$ cat src/inc/amp_regs_pkg.sv
// register map, field layout and timing constants of the amp control bank
package amp_regs_pkg;

   // ----------------------------------------------------------------
   // register indices (byte address is four times the index)
   // ----------------------------------------------------------------
   localparam logic [9:0] IDX_SPREAD_SPECTRUM = 10'h028;
   localparam logic [9:0] IDX_INPUT_MIX_MUTE = 10'h02A;
   localparam logic [9:0] IDX_BOOST_LIMIT = 10'h02B;
   localparam logic [9:0] IDX_FAULT_CONTROL = 10'h02C;
   localparam logic [9:0] IDX_FAULT_TIMEOUT_ONE = 10'h02D;
   localparam logic [9:0] IDX_FAULT_TIMEOUT_TWO = 10'h02E;
   localparam logic [9:0] IDX_FAULT_RECOVERY = 10'h032;
   localparam logic [9:0] IDX_FAULT_STATE = 10'h040;
   localparam logic [9:0] IDX_IRQ_STATUS = 10'h041;
   localparam logic [9:0] IDX_IRQ_MASK = 10'h042;

   // ----------------------------------------------------------------
   // reset values
   // ----------------------------------------------------------------
   localparam logic [7:0] RST_SPREAD_SPECTRUM = 8'h00;
   localparam logic [7:0] RST_INPUT_MIX_MUTE = 8'h00;
   localparam logic [7:0] RST_BOOST_LIMIT = 8'h03;
   localparam logic [7:0] RST_FAULT_CONTROL = 8'h00;
   localparam logic [7:0] RST_FAULT_TIMEOUT_ONE = 8'h17;
   localparam logic [7:0] RST_FAULT_TIMEOUT_TWO = 8'h00;
   localparam logic [7:0] RST_FAULT_RECOVERY = 8'h00;
   localparam logic [2:0] RST_IRQ = 3'h0;

   // ----------------------------------------------------------------
   // field positions
   // ----------------------------------------------------------------
   localparam int SPREAD_ON_BIT = 0;
   localparam int MUTE_SS_BIT = 0;
   localparam int FIRST_CH_LSB = 1;
   localparam int SECOND_CH_LSB = 3;
   localparam int BOOST_LIM_LSB = 0;
   localparam int TWO_ENABLE_BIT = 0;
   localparam int ONE_ENABLE_BIT = 1;
   localparam int TWO_CLK_SEL_LSB = 2;
   localparam int ONE_CLK_SEL_BIT = 4;
   localparam int ONE_MUTE_METHOD_BIT = 5;
   localparam int TIMEOUT_LSB = 0;
   localparam int ONE_RECOVERY_OFF_BIT = 0;
   localparam int TWO_RECOVERY_OFF_BIT = 1;
   // interrupt status / mask layout
   localparam int IRQ_FAULT_ONE_BIT = 0;
   localparam int IRQ_FAULT_TWO_BIT = 1;
   localparam int IRQ_RECOVER_BIT = 2;

   // ----------------------------------------------------------------
   // timing
   // ----------------------------------------------------------------
   localparam int unsigned SYS_CLK_HZ = 25_000_000;
   localparam int unsigned CYC_PER_US = SYS_CLK_HZ / 1_000_000;
   localparam int TIMER_W = 26;
   // missing-clock timeouts in microseconds, codes 0 to 7
   localparam int unsigned TIMEOUT_US [8] = '{
      2730, 22000, 44000, 87000, 174000, 350000, 700000, 1400000};

   function automatic int unsigned us_to_cycles(input int unsigned us);
      return us * CYC_PER_US;
   endfunction

   localparam int unsigned TIMEOUT_CYC_DEF [8] = '{
      us_to_cycles(TIMEOUT_US[0]), us_to_cycles(TIMEOUT_US[1]),
      us_to_cycles(TIMEOUT_US[2]), us_to_cycles(TIMEOUT_US[3]),
      us_to_cycles(TIMEOUT_US[4]), us_to_cycles(TIMEOUT_US[5]),
      us_to_cycles(TIMEOUT_US[6]), us_to_cycles(TIMEOUT_US[7])};

   // ----------------------------------------------------------------
   // bus responses
   // ----------------------------------------------------------------
   localparam logic [1:0] RESP_OKAY = 2'h0;
   localparam logic [1:0] RESP_SLVERR = 2'h2;

endpackage

$ cat src/verilog/amp_control_clock_fault_regs.sv
// amp control register bank with two clock-fault detectors on axi4-lite
// ------------------------------------------------------------------
// Functional notes
// spread-spectrum bit 0 enables modulator spreading, only with internal ramp clock.
// second input channel bits 4-3: left, right, average, mono pcm.
// first input channel bits 2-1: left, right, average, mono pcm.
// mute soft-step bit 0 low steps level on mute; high disables.
// boost current limit bits 1-0 pick 1.5 to 3.0 A; resets to 3.
// block one fault mutes by hardware sequence at 0, processor sequence at 1.
// block one watches first serial clock at 0, second at 1.
// block two clock select: dac, adc, pll modulator clock; 3 reserved.
// block one detection active only while control bit 1 is set.
// block two detection active only while control bit 0 is set.
// block one timeout expiry shuts down and raises power fault; reset code 7.
// block two same behaviour with own timeout field, reset code 0.
// recovery-off bit clear lets device recover automatically after fault.
// timeout count restarts on each watched edge; fault when limit reached.
// ------------------------------------------------------------------
//
// Register access over AXI4-Lite was chosen for this implementation.
`timescale 1ns/1ps
module amp_control_clock_fault_regs #(
   parameter int unsigned TIMEOUT_CYC [8] = amp_regs_pkg::TIMEOUT_CYC_DEF
) (
   // clock and reset
   input wire logic i_sys_clk,
   input wire logic i_rst,
   // axi4-lite write address
   input wire logic i_awvalid,
   output logic o_awready,
   input wire logic [11:0] i_awaddr,
   input wire logic [2:0] i_awprot,
   // axi4-lite write data
   input wire logic i_wvalid,
   output logic o_wready,
   input wire logic [31:0] i_wdata,
   input wire logic [3:0] i_wstrb,
   // axi4-lite write response
   output logic o_bvalid,
   input wire logic i_bready,
   output logic [1:0] o_bresp,
   // axi4-lite read address
   input wire logic i_arvalid,
   output logic o_arready,
   input wire logic [11:0] i_araddr,
   input wire logic [2:0] i_arprot,
   // axi4-lite read data
   output logic o_rvalid,
   input wire logic i_rready,
   output logic [31:0] o_rdata,
   output logic [1:0] o_rresp,
   // watched clocks, asynchronous
   input wire logic i_first_serial_input_clk,
   input wire logic i_second_serial_input_clk,
   input wire logic i_dac_mod_clk,
   input wire logic i_adc_mod_clk,
   input wire logic i_pll_clk,
   // modulator status, same clock domain
   input wire logic i_ramp_clk_internal,
   // audio path controls
   output logic o_spread_spectrum_on,
   output logic [1:0] o_first_input_channel_sel,
   output logic [1:0] o_second_input_channel_sel,
   output logic o_mute_soft_step_on,
   output logic [1:0] o_boost_current_limit,
   output logic o_processor_reset_mode,
   // fault handling
   output logic o_hw_mute_seq,
   output logic o_dsp_mute_seq,
   output logic o_shutdown,
   output logic o_power_fault_flag,
   output logic o_irq
);

   logic [7:0] spread_q;
   logic [7:0] mix_mute_q;
   logic [7:0] boost_q;
   logic [7:0] fault_ctl_q;
   logic [7:0] timeout_one_q;
   logic [7:0] timeout_two_q;
   logic [7:0] recovery_q;
   logic [2:0] irq_status_q;
   logic [2:0] irq_mask_q;

   logic aw_have_q;
   logic w_have_q;
   logic [9:0] aw_idx_q;
   logic [7:0] w_byte_q;
   logic w_lane_q;
   logic bvalid_q;
   logic [1:0] bresp_q;
   logic rvalid_q;
   logic [31:0] rdata_q;
   logic [1:0] rresp_q;
   logic wr_fire;
   logic wr_hit;
   logic wr_en;
   logic [9:0] ar_idx;
   logic [7:0] rd_byte;
   logic rd_hit;

   logic fault_one;
   logic fault_two;
   logic set_one;
   logic set_two;
   logic rec_one;
   logic rec_two;
   logic mon_one_clk;
   logic mon_two_clk;
   logic two_sel_valid;
   logic [amp_regs_pkg::TIMER_W-1:0] limit_one;
   logic [amp_regs_pkg::TIMER_W-1:0] limit_two;
   logic [2:0] irq_events;
   logic spread_on_q;
   logic power_fault_q;

   // ----------------------------------------------------------------
   // axi4-lite write channel
   // ----------------------------------------------------------------
   // address and data are taken in either order, one write in flight
   assign o_awready = !aw_have_q && !bvalid_q;
   assign o_wready = !w_have_q && !bvalid_q;
   assign wr_fire = aw_have_q && w_have_q && !bvalid_q;

   always_ff @(posedge i_sys_clk or posedge i_rst) begin
      if (i_rst) begin
         aw_have_q <= 1'b0;
         aw_idx_q <= '0;
      end else if (i_awvalid && o_awready) begin
         aw_have_q <= 1'b1;
         aw_idx_q <= i_awaddr[11:2];
      end else if (wr_fire) begin
         aw_have_q <= 1'b0;
      end
   end

   always_ff @(posedge i_sys_clk or posedge i_rst) begin
      if (i_rst) begin
         w_have_q <= 1'b0;
         w_byte_q <= '0;
         w_lane_q <= 1'b0;
      end else if (i_wvalid && o_wready) begin
         w_have_q <= 1'b1;
         w_byte_q <= i_wdata[7:0];
         w_lane_q <= i_wstrb[0];
      end else if (wr_fire) begin
         w_have_q <= 1'b0;
      end
   end

   always_comb begin
      case (aw_idx_q)
         amp_regs_pkg::IDX_SPREAD_SPECTRUM,
         amp_regs_pkg::IDX_INPUT_MIX_MUTE,
         amp_regs_pkg::IDX_BOOST_LIMIT,
         amp_regs_pkg::IDX_FAULT_CONTROL,
         amp_regs_pkg::IDX_FAULT_TIMEOUT_ONE,
         amp_regs_pkg::IDX_FAULT_TIMEOUT_TWO,
         amp_regs_pkg::IDX_FAULT_RECOVERY,
         amp_regs_pkg::IDX_FAULT_STATE,
         amp_regs_pkg::IDX_IRQ_STATUS,
         amp_regs_pkg::IDX_IRQ_MASK: wr_hit = 1'b1;
         default: wr_hit = 1'b0;
      endcase
   end

   // a cleared lane-0 strobe leaves the byte untouched
   assign wr_en = wr_fire && wr_hit && w_lane_q;

   always_ff @(posedge i_sys_clk or posedge i_rst) begin
      if (i_rst) begin
         bvalid_q <= 1'b0;
         bresp_q <= amp_regs_pkg::RESP_OKAY;
      end else if (wr_fire) begin
         bvalid_q <= 1'b1;
         bresp_q <= wr_hit ? amp_regs_pkg::RESP_OKAY :
            amp_regs_pkg::RESP_SLVERR;
      end else if (bvalid_q && i_bready) begin
         bvalid_q <= 1'b0;
      end
   end

   assign o_bvalid = bvalid_q;
   assign o_bresp = bresp_q;

   // ----------------------------------------------------------------
   // configuration registers
   // ----------------------------------------------------------------
   always_ff @(posedge i_sys_clk or posedge i_rst) begin
      if (i_rst) begin
         spread_q <= amp_regs_pkg::RST_SPREAD_SPECTRUM;
         mix_mute_q <= amp_regs_pkg::RST_INPUT_MIX_MUTE;
         boost_q <= amp_regs_pkg::RST_BOOST_LIMIT;
      end else if (wr_en) begin
         case (aw_idx_q)
            amp_regs_pkg::IDX_SPREAD_SPECTRUM: spread_q <= w_byte_q;
            amp_regs_pkg::IDX_INPUT_MIX_MUTE: mix_mute_q <= w_byte_q;
            amp_regs_pkg::IDX_BOOST_LIMIT: boost_q <= w_byte_q;
            default: ;
         endcase
      end
   end

   always_ff @(posedge i_sys_clk or posedge i_rst) begin
      if (i_rst) begin
         fault_ctl_q <= amp_regs_pkg::RST_FAULT_CONTROL;
         timeout_one_q <= amp_regs_pkg::RST_FAULT_TIMEOUT_ONE;
         timeout_two_q <= amp_regs_pkg::RST_FAULT_TIMEOUT_TWO;
         recovery_q <= amp_regs_pkg::RST_FAULT_RECOVERY;
      end else if (wr_en) begin
         case (aw_idx_q)
            amp_regs_pkg::IDX_FAULT_CONTROL: fault_ctl_q <= w_byte_q;
            amp_regs_pkg::IDX_FAULT_TIMEOUT_ONE: timeout_one_q <= w_byte_q;
            amp_regs_pkg::IDX_FAULT_TIMEOUT_TWO: timeout_two_q <= w_byte_q;
            amp_regs_pkg::IDX_FAULT_RECOVERY: recovery_q <= w_byte_q;
            default: ;
         endcase
      end
   end

   // ----------------------------------------------------------------
   // interrupt status and mask
   // ----------------------------------------------------------------
   assign irq_events = {rec_one | rec_two, set_two, set_one};

   always_ff @(posedge i_sys_clk or posedge i_rst) begin
      if (i_rst) begin
         irq_status_q <= amp_regs_pkg::RST_IRQ;
      end else if (wr_en && aw_idx_q == amp_regs_pkg::IDX_IRQ_STATUS) begin
         // an event in the clearing cycle survives the write
         irq_status_q <= (irq_status_q & ~w_byte_q[2:0]) | irq_events;
      end else begin
         irq_status_q <= irq_status_q | irq_events;
      end
   end

   always_ff @(posedge i_sys_clk or posedge i_rst) begin
      if (i_rst) begin
         irq_mask_q <= amp_regs_pkg::RST_IRQ;
      end else if (wr_en && aw_idx_q == amp_regs_pkg::IDX_IRQ_MASK) begin
         irq_mask_q <= w_byte_q[2:0];
      end
   end

   assign o_irq = |(irq_status_q & irq_mask_q);

   // ----------------------------------------------------------------
   // axi4-lite read channel
   // ----------------------------------------------------------------
   assign o_arready = !rvalid_q;
   assign ar_idx = i_araddr[11:2];

   always_comb begin
      rd_hit = 1'b1;
      case (ar_idx)
         amp_regs_pkg::IDX_SPREAD_SPECTRUM: rd_byte = spread_q;
         amp_regs_pkg::IDX_INPUT_MIX_MUTE: rd_byte = mix_mute_q;
         amp_regs_pkg::IDX_BOOST_LIMIT: rd_byte = boost_q;
         amp_regs_pkg::IDX_FAULT_CONTROL: rd_byte = fault_ctl_q;
         amp_regs_pkg::IDX_FAULT_TIMEOUT_ONE: rd_byte = timeout_one_q;
         amp_regs_pkg::IDX_FAULT_TIMEOUT_TWO: rd_byte = timeout_two_q;
         amp_regs_pkg::IDX_FAULT_RECOVERY: rd_byte = recovery_q;
         amp_regs_pkg::IDX_FAULT_STATE:
            rd_byte = {5'h00, power_fault_q, fault_two, fault_one};
         amp_regs_pkg::IDX_IRQ_STATUS: rd_byte = {5'h00, irq_status_q};
         amp_regs_pkg::IDX_IRQ_MASK: rd_byte = {5'h00, irq_mask_q};
         default: begin
            rd_byte = 8'h00;
            rd_hit = 1'b0;
         end
      endcase
   end

   always_ff @(posedge i_sys_clk or posedge i_rst) begin
      if (i_rst) begin
         rvalid_q <= 1'b0;
         rdata_q <= '0;
         rresp_q <= amp_regs_pkg::RESP_OKAY;
      end else if (i_arvalid && o_arready) begin
         rvalid_q <= 1'b1;
         rdata_q <= {24'h000000, rd_byte};
         rresp_q <= rd_hit ? amp_regs_pkg::RESP_OKAY :
            amp_regs_pkg::RESP_SLVERR;
      end else if (rvalid_q && i_rready) begin
         rvalid_q <= 1'b0;
      end
   end

   assign o_rvalid = rvalid_q;
   assign o_rdata = rdata_q;
   assign o_rresp = rresp_q;

   // ----------------------------------------------------------------
   // audio path controls
   // ----------------------------------------------------------------
   // spreading is meaningless against a synchronised ramp clock
   always_ff @(posedge i_sys_clk or posedge i_rst) begin
      if (i_rst) begin
         spread_on_q <= 1'b0;
      end else begin
         spread_on_q <= spread_q[amp_regs_pkg::SPREAD_ON_BIT] &&
            i_ramp_clk_internal;
      end
   end

   assign o_spread_spectrum_on = spread_on_q;
   assign o_second_input_channel_sel =
      mix_mute_q[amp_regs_pkg::SECOND_CH_LSB +: 2];
   assign o_first_input_channel_sel =
      mix_mute_q[amp_regs_pkg::FIRST_CH_LSB +: 2];
   assign o_mute_soft_step_on =
      !mix_mute_q[amp_regs_pkg::MUTE_SS_BIT];
   assign o_boost_current_limit =
      boost_q[amp_regs_pkg::BOOST_LIM_LSB +: 2];
   assign o_processor_reset_mode = fault_ctl_q[7];

   // ----------------------------------------------------------------
   // clock fault detection
   // ----------------------------------------------------------------
   assign mon_one_clk = fault_ctl_q[amp_regs_pkg::ONE_CLK_SEL_BIT] ?
      i_second_serial_input_clk : i_first_serial_input_clk;

   // reserved select watches nothing and keeps block two idle
   always_comb begin
      two_sel_valid = 1'b1;
      case (fault_ctl_q[amp_regs_pkg::TWO_CLK_SEL_LSB +: 2])
         2'h0: mon_two_clk = i_dac_mod_clk;
         2'h1: mon_two_clk = i_adc_mod_clk;
         2'h2: mon_two_clk = i_pll_clk;
         default: begin
            mon_two_clk = 1'b0;
            two_sel_valid = 1'b0;
         end
      endcase
   end

   assign limit_one = amp_regs_pkg::TIMER_W'(
      TIMEOUT_CYC[timeout_one_q[amp_regs_pkg::TIMEOUT_LSB +: 3]]);
   assign limit_two = amp_regs_pkg::TIMER_W'(
      TIMEOUT_CYC[timeout_two_q[amp_regs_pkg::TIMEOUT_LSB +: 3]]);

   clock_fault_detector u_fault_one (
      .i_sys_clk(i_sys_clk),
      .i_rst(i_rst),
      .i_enable(fault_ctl_q[amp_regs_pkg::ONE_ENABLE_BIT]),
      .i_recovery_off(recovery_q[amp_regs_pkg::ONE_RECOVERY_OFF_BIT]),
      .i_limit(limit_one),
      .i_mon_clk(mon_one_clk),
      .o_fault(fault_one),
      .o_fault_set(set_one),
      .o_recover(rec_one)
   );

   clock_fault_detector u_fault_two (
      .i_sys_clk(i_sys_clk),
      .i_rst(i_rst),
      .i_enable(fault_ctl_q[amp_regs_pkg::TWO_ENABLE_BIT] &&
         two_sel_valid),
      .i_recovery_off(recovery_q[amp_regs_pkg::TWO_RECOVERY_OFF_BIT]),
      .i_limit(limit_two),
      .i_mon_clk(mon_two_clk),
      .o_fault(fault_two),
      .o_fault_set(set_two),
      .o_recover(rec_two)
   );

   // ----------------------------------------------------------------
   // shutdown and mute
   // ----------------------------------------------------------------
   always_ff @(posedge i_sys_clk or posedge i_rst) begin
      if (i_rst) begin
         power_fault_q <= 1'b0;
      end else begin
         power_fault_q <= fault_one || fault_two;
      end
   end

   assign o_power_fault_flag = power_fault_q;
   assign o_shutdown = power_fault_q;
   assign o_hw_mute_seq = fault_one &&
      !fault_ctl_q[amp_regs_pkg::ONE_MUTE_METHOD_BIT];
   assign o_dsp_mute_seq = fault_one &&
      fault_ctl_q[amp_regs_pkg::ONE_MUTE_METHOD_BIT];

endmodule // amp_control_clock_fault_regs

$ cat src/verilog/clock_fault_detector.sv
// missing-clock detector: edge watch, timeout counter, fault latch
`timescale 1ns/1ps
module clock_fault_detector (
   // clock and reset
   input wire logic i_sys_clk,
   input wire logic i_rst,
   // control
   input wire logic i_enable,
   input wire logic i_recovery_off,
   input wire logic [amp_regs_pkg::TIMER_W-1:0] i_limit,
   // watched clock, asynchronous
   input wire logic i_mon_clk,
   // result
   output logic o_fault,
   output logic o_fault_set,
   output logic o_recover
);

   logic mon_meta_q;
   logic mon_sync_q;
   logic mon_prev_q;
   logic mon_edge;
   logic [amp_regs_pkg::TIMER_W-1:0] count_q;
   logic fault_q;

   // ----------------------------------------------------------------
   // synchroniser and edge detect
   // ----------------------------------------------------------------
   always_ff @(posedge i_sys_clk or posedge i_rst) begin
      if (i_rst) begin
         mon_meta_q <= 1'b0;
         mon_sync_q <= 1'b0;
         mon_prev_q <= 1'b0;
      end else begin
         mon_meta_q <= i_mon_clk;
         mon_sync_q <= mon_meta_q;
         mon_prev_q <= mon_sync_q;
      end
   end

   // both edges count, so a clock parked either way still times out
   assign mon_edge = mon_sync_q ^ mon_prev_q;

   // ----------------------------------------------------------------
   // timeout counter
   // ----------------------------------------------------------------
   always_ff @(posedge i_sys_clk or posedge i_rst) begin
      if (i_rst) begin
         count_q <= '0;
      end else if (!i_enable || mon_edge) begin
         count_q <= '0;
      end else if (count_q < i_limit) begin
         count_q <= count_q + 1'b1;
      end
   end

   assign o_fault_set = i_enable && !fault_q && !mon_edge &&
      (count_q >= i_limit);
   assign o_recover = fault_q && i_enable && mon_edge &&
      !i_recovery_off;

   // ----------------------------------------------------------------
   // fault latch
   // ----------------------------------------------------------------
   always_ff @(posedge i_sys_clk or posedge i_rst) begin
      if (i_rst) begin
         fault_q <= 1'b0;
      end else if (!i_enable) begin
         fault_q <= 1'b0;
      end else if (o_fault_set) begin
         fault_q <= 1'b1;
      end else if (o_recover) begin
         fault_q <= 1'b0;
      end
   end

   assign o_fault = fault_q;

endmodule // clock_fault_detector

$ cat config.mk
export PLATFORM = sky130hd
export DESIGN_NAME = amp_control_clock_fault_regs
export DESIGN_NICKNAME = d
export VERILOG_FILES = /design/src/inc/amp_regs_pkg.sv /design/src/verilog/amp_control_clock_fault_regs.sv /design/src/verilog/clock_fault_detector.sv
export SDC_FILE = /design/constraint.sdc
export NUM_CORES = 1
export LEC_CHECK = 0
export CAP_MARGIN = 15
export CORE_ASPECT_RATIO = 0.6
export CORE_MARGIN = 2
export CORE_UTILIZATION = 45
export DETAILED_ROUTE_END_ITERATION = 8
export DONT_BUFFER_PORTS = 1
export PLACE_DENSITY = 0.62
export SYNTH_ARGS = -nofsm -noshare
export SYNTH_HDL_FRONTEND = slang
export SYNTH_SLANG_ARGS = --single-unit
$ cat constraint.sdc
create_clock -name i_sys_clk -period 12.25 [get_ports i_sys_clk]
set_clock_uncertainty 0.15 [all_clocks]
set_input_delay 1.8375 -clock i_sys_clk [delete_from_list [all_inputs] [get_ports i_sys_clk]]
set_output_delay 1.8375 -clock i_sys_clk [all_outputs]
set_load 0.1 [all_outputs]
==> key figures <==
Floorplan
  – Row count: 40
  – Initial core utilization: 46.1%
  – Die span in x: 189 µm
  – Core Region: 20100 µm²
  – Die ar.: 21800 µm²
  – Die height: 115 µm
  – Ports: 134

Global routing
  – First-pass GRT wire length: 38900 µm
  – GRT Util Overall: 23.3%
  – Met2 Use GR: 29.9%
  – Grt peak-use layer: met1
  – Largest net degree at the start of global routing: 96
  – Vias in the first global route: 6796
  – GRT Residual Overflow: 0
  – Initial antenna violation count: 0
  – Met1 usage: 36.6%
  – Grt met3 use: 7.45%

Yosys
  – Synth Flop Type: dfrtp_1
  – Area leader, netlist: dfrtp_1
  – Yosys top cell area share: 40.7%
  – Seq/Total Area, Yosys: 42.4%
  – Synthesized area: 9280 µm²
  – Post-synth EDFFs: 0
  – Synth async-reset ratio: 100%
  – Distinct cells, synth: 64
  – Synth Instances: 924
  – Top cells by area, synth: dfrtp_1 41%, mux2_2 9.6%, ha_1 8.6%
  – Syn Area/Cell: 10.0 µm²
  – Yosys warns: 0
  – Yosys reg bits: 157

Timing
  – Final Slew Violations: 0
  – Slew HR: 25.5%
  – Final Hold Viols: 0
  – Period minus WS final: 4320 ps
  – Post-route clock period utilization: 35.3%
  – Setup ws final: 7930 ps
  – Unrepaired setup endpoints after global routing: no
  – Final setup fails: 0
  – Least-Margin Pin Slew: 1110 ps
  – Max Fclk: 0.231 GHz
  – Setup tns final: 0 ps

Setup path
  – Worst r2r src: timeout_one_q[0]
  – Kind of critical path: flop to flop
  – Worst EP required: 12440 ps
  – Startpoint Class: flop
  – Arrival @ worst endpoint: 4510 ps
  – Crit. End Element: flop
  – RR Endpoint: u_fault_one.count_q[22]
  – Critical-path cell list: inv_1 -> ha_1 -> or3_1 -> o21ai_0 -> ha_1 -> a211oi_1 -> nor2_1 -> a2111oi_2 -> o211ai_1 -> buf_4 -> or4_1 -> a21oi_1
  – Slowest CP cell: dfstp_2
  – Reg2reg setup slack: 7930 ps
  – Worst stage delay on the critical path: 620 ps
  – Path depth of the worst reg2reg path: 12
  – Most used cell, CP: ha_1
  – CP Max Fanout: 10

Drt
  – Total wire length: 23900 µm
  – ANT nets after route: 0
  – Routed len/inst: 20.0 µm
  – DR vias: 7136
  – Drt drc: 0
  – DR vias/cell: 5.97
  – DRT Pass-1 Iters: 4
  – DR iter-0 viols: 630

Clock network
  – Longest Clk Path Bufs: 2
  – H-tree levels: 4
  – CTS tree: done
  – Clk_lat worst skew: 430 ps
  – CTS Root Cell: clkbuf_16
  – Post-cts resize count: 0
  – Post-CTS setup buffers: 0
  – CTS clk-pin slew, worst paths: 70 ps
  – CTS Sinks: 157
  – Total CTS buffers: 17
  – Hold_buf cts: 0

Hold path
  – Worst hold path type: flop to flop
  – Hold endpoint: u_fault_one.mon_sync_q
  – Worst Hold Depth: 0
  – Beginning of the worst hold path: u_fault_one.mon_meta_q

Placed design
  – Post-DP HPWL: 17500 µm
  – DP Worst Slack: 7650 ps
  – Port buffer count: 0
  – RD Place Congestion: 0.854

Cells and area
  – Fill count: 1857
  – Antenna diodes: 0
  – Layout cells sized above 1: 15.2%
  – Final net count: 1053
  – Area Overhead vs Synth: 7.78%

Flow run
  – # Max-Cap Violations: 0

Pwr
  – Pleak: 4.23 nW
  – Cell area power density: 140 nW/µm²
  – Peak supply drop: 178 µV

Status
  – Outcome: finished clean
[per-layer routing]
layer  wire (µm)  part of all wire (%)
met2        8990                    38
met3        1990                   8.3
met4         320                   1.3
met5           0                     0
met1       12600                    53
[placed cells by master (no fill, tap or decap), types with 22 or more instances in the layout]
master   netlist  final
dfrtp_1      151    150
nand2_1       73     73
nand3_1       27     27
inv_1         29     28
conb_1         1     26
ha_1          64     64
a21oi_1       74     74
or3_1         34     34
nand4_1       22     22
mux2_2        79     79
o21ai_0       50     50
nor2_1        33     31
[Yosys cell counts, types with 14 or more instances]
cell type	number
inv_1	29
clkbuf_1	23
or4_1	14
mux2_2	79
buf_4	35
nand3_1	27
nor2_1	33
nand4_1	22
ha_1	64
a21oi_1	74
nand2_1	73
or3_1	34
o21ai_0	50
nor3_1	15
dfrtp_1	151
[sequential cells by signal (all words and copies together) (netlist names), 3 cells and up]
register             count
u_fault_one.count_q     26
boost_q                  8
fault_ctl_q              8
mix_mute_q               8
aw_idx_q                10
o_rdata                  8
u_fault_two.count_q     26
irq_mask_q               3
timeout_one_q            8
recovery_q               8
irq_status_q             3
spread_q                 8
w_byte_q                 8
timeout_two_q            8
[worst max-delay path: cells and delay by family (launching register included)]
kind / cells / cell delay, ps
compound gates: 5 / 1540
fa+ha+maj: 2 / 570
flops: 1 / 620
simple gates: 3 / 930
buf+inv: 2 / 420
[where the power goes]
group          switching [mW]  internal (mW)
logic                   0.133         0.0646
clock network           0.236          0.306
registers              0.0961          0.564
total                   0.465          0.934
[cell families after synthesis]
| logic type | count (synthesis) | synth area share [%] |
|---|---|---|
| buffers and inverters | 95 | 5.32 |
| flip-flops | 157 | 42.4 |
| other | 1 | 0.0404 |
| AND/OR/NAND/NOR | 293 | 17.1 |
| XOR/XNOR | 7 | 0.661 |
| adder cells (fa/ha/maj) | 64 | 8.63 |
| multiplexers | 86 | 10.3 |
| AO/OA/AOI/OAI | 221 | 15.5 |
[cell type report]
type                            instances  area (µm²)  area share, %
Inverter                               29         114           1.14
Sequential cell                       157        3940           39.4
Clock inverter                         13         159           1.59
Multi-Input combinational cell        697        4960           49.6
Tap cell                              273         342           3.41
Timing Repair Buffer                    8        60.1          0.600
Clock buffer                           19         433           4.33
[worst max path at each step]
stage / endpoint / cells past startpoint / slack [ps] / from
after global placement: u_fault_two.count_q[14] / 12 / 7650 / timeout_two_q[0]
after detailed placement: u_fault_two.count_q[14] / 12 / 7650 / timeout_two_q[0]
after floorplan: aw_have_q / 1 / 6040 / i_rst
after CTS: u_fault_two.count_q[14] / 12 / 7610 / timeout_two_q[0]
final: u_fault_one.count_q[22] / 12 / 7930 / timeout_one_q[0]
after global routing: u_fault_one.count_q[22] / 12 / 7660 / timeout_one_q[0]
[stage by stage]
stage	area (µm²)	std cells	power, mW	utilization, %	hold WS (ps)
floorplan	9380	949	0.826	-	181
global placement	9400	1163	0.862	46.7	182
detailed placement	9400	1163	0.867	46.7	186
CTS	10000	1195	1.41	49.7	202
global route	10000	1196	1.47	49.7	209
finish	10000	1196	1.40	49.7	199
(Power assumes the default switching activity.)
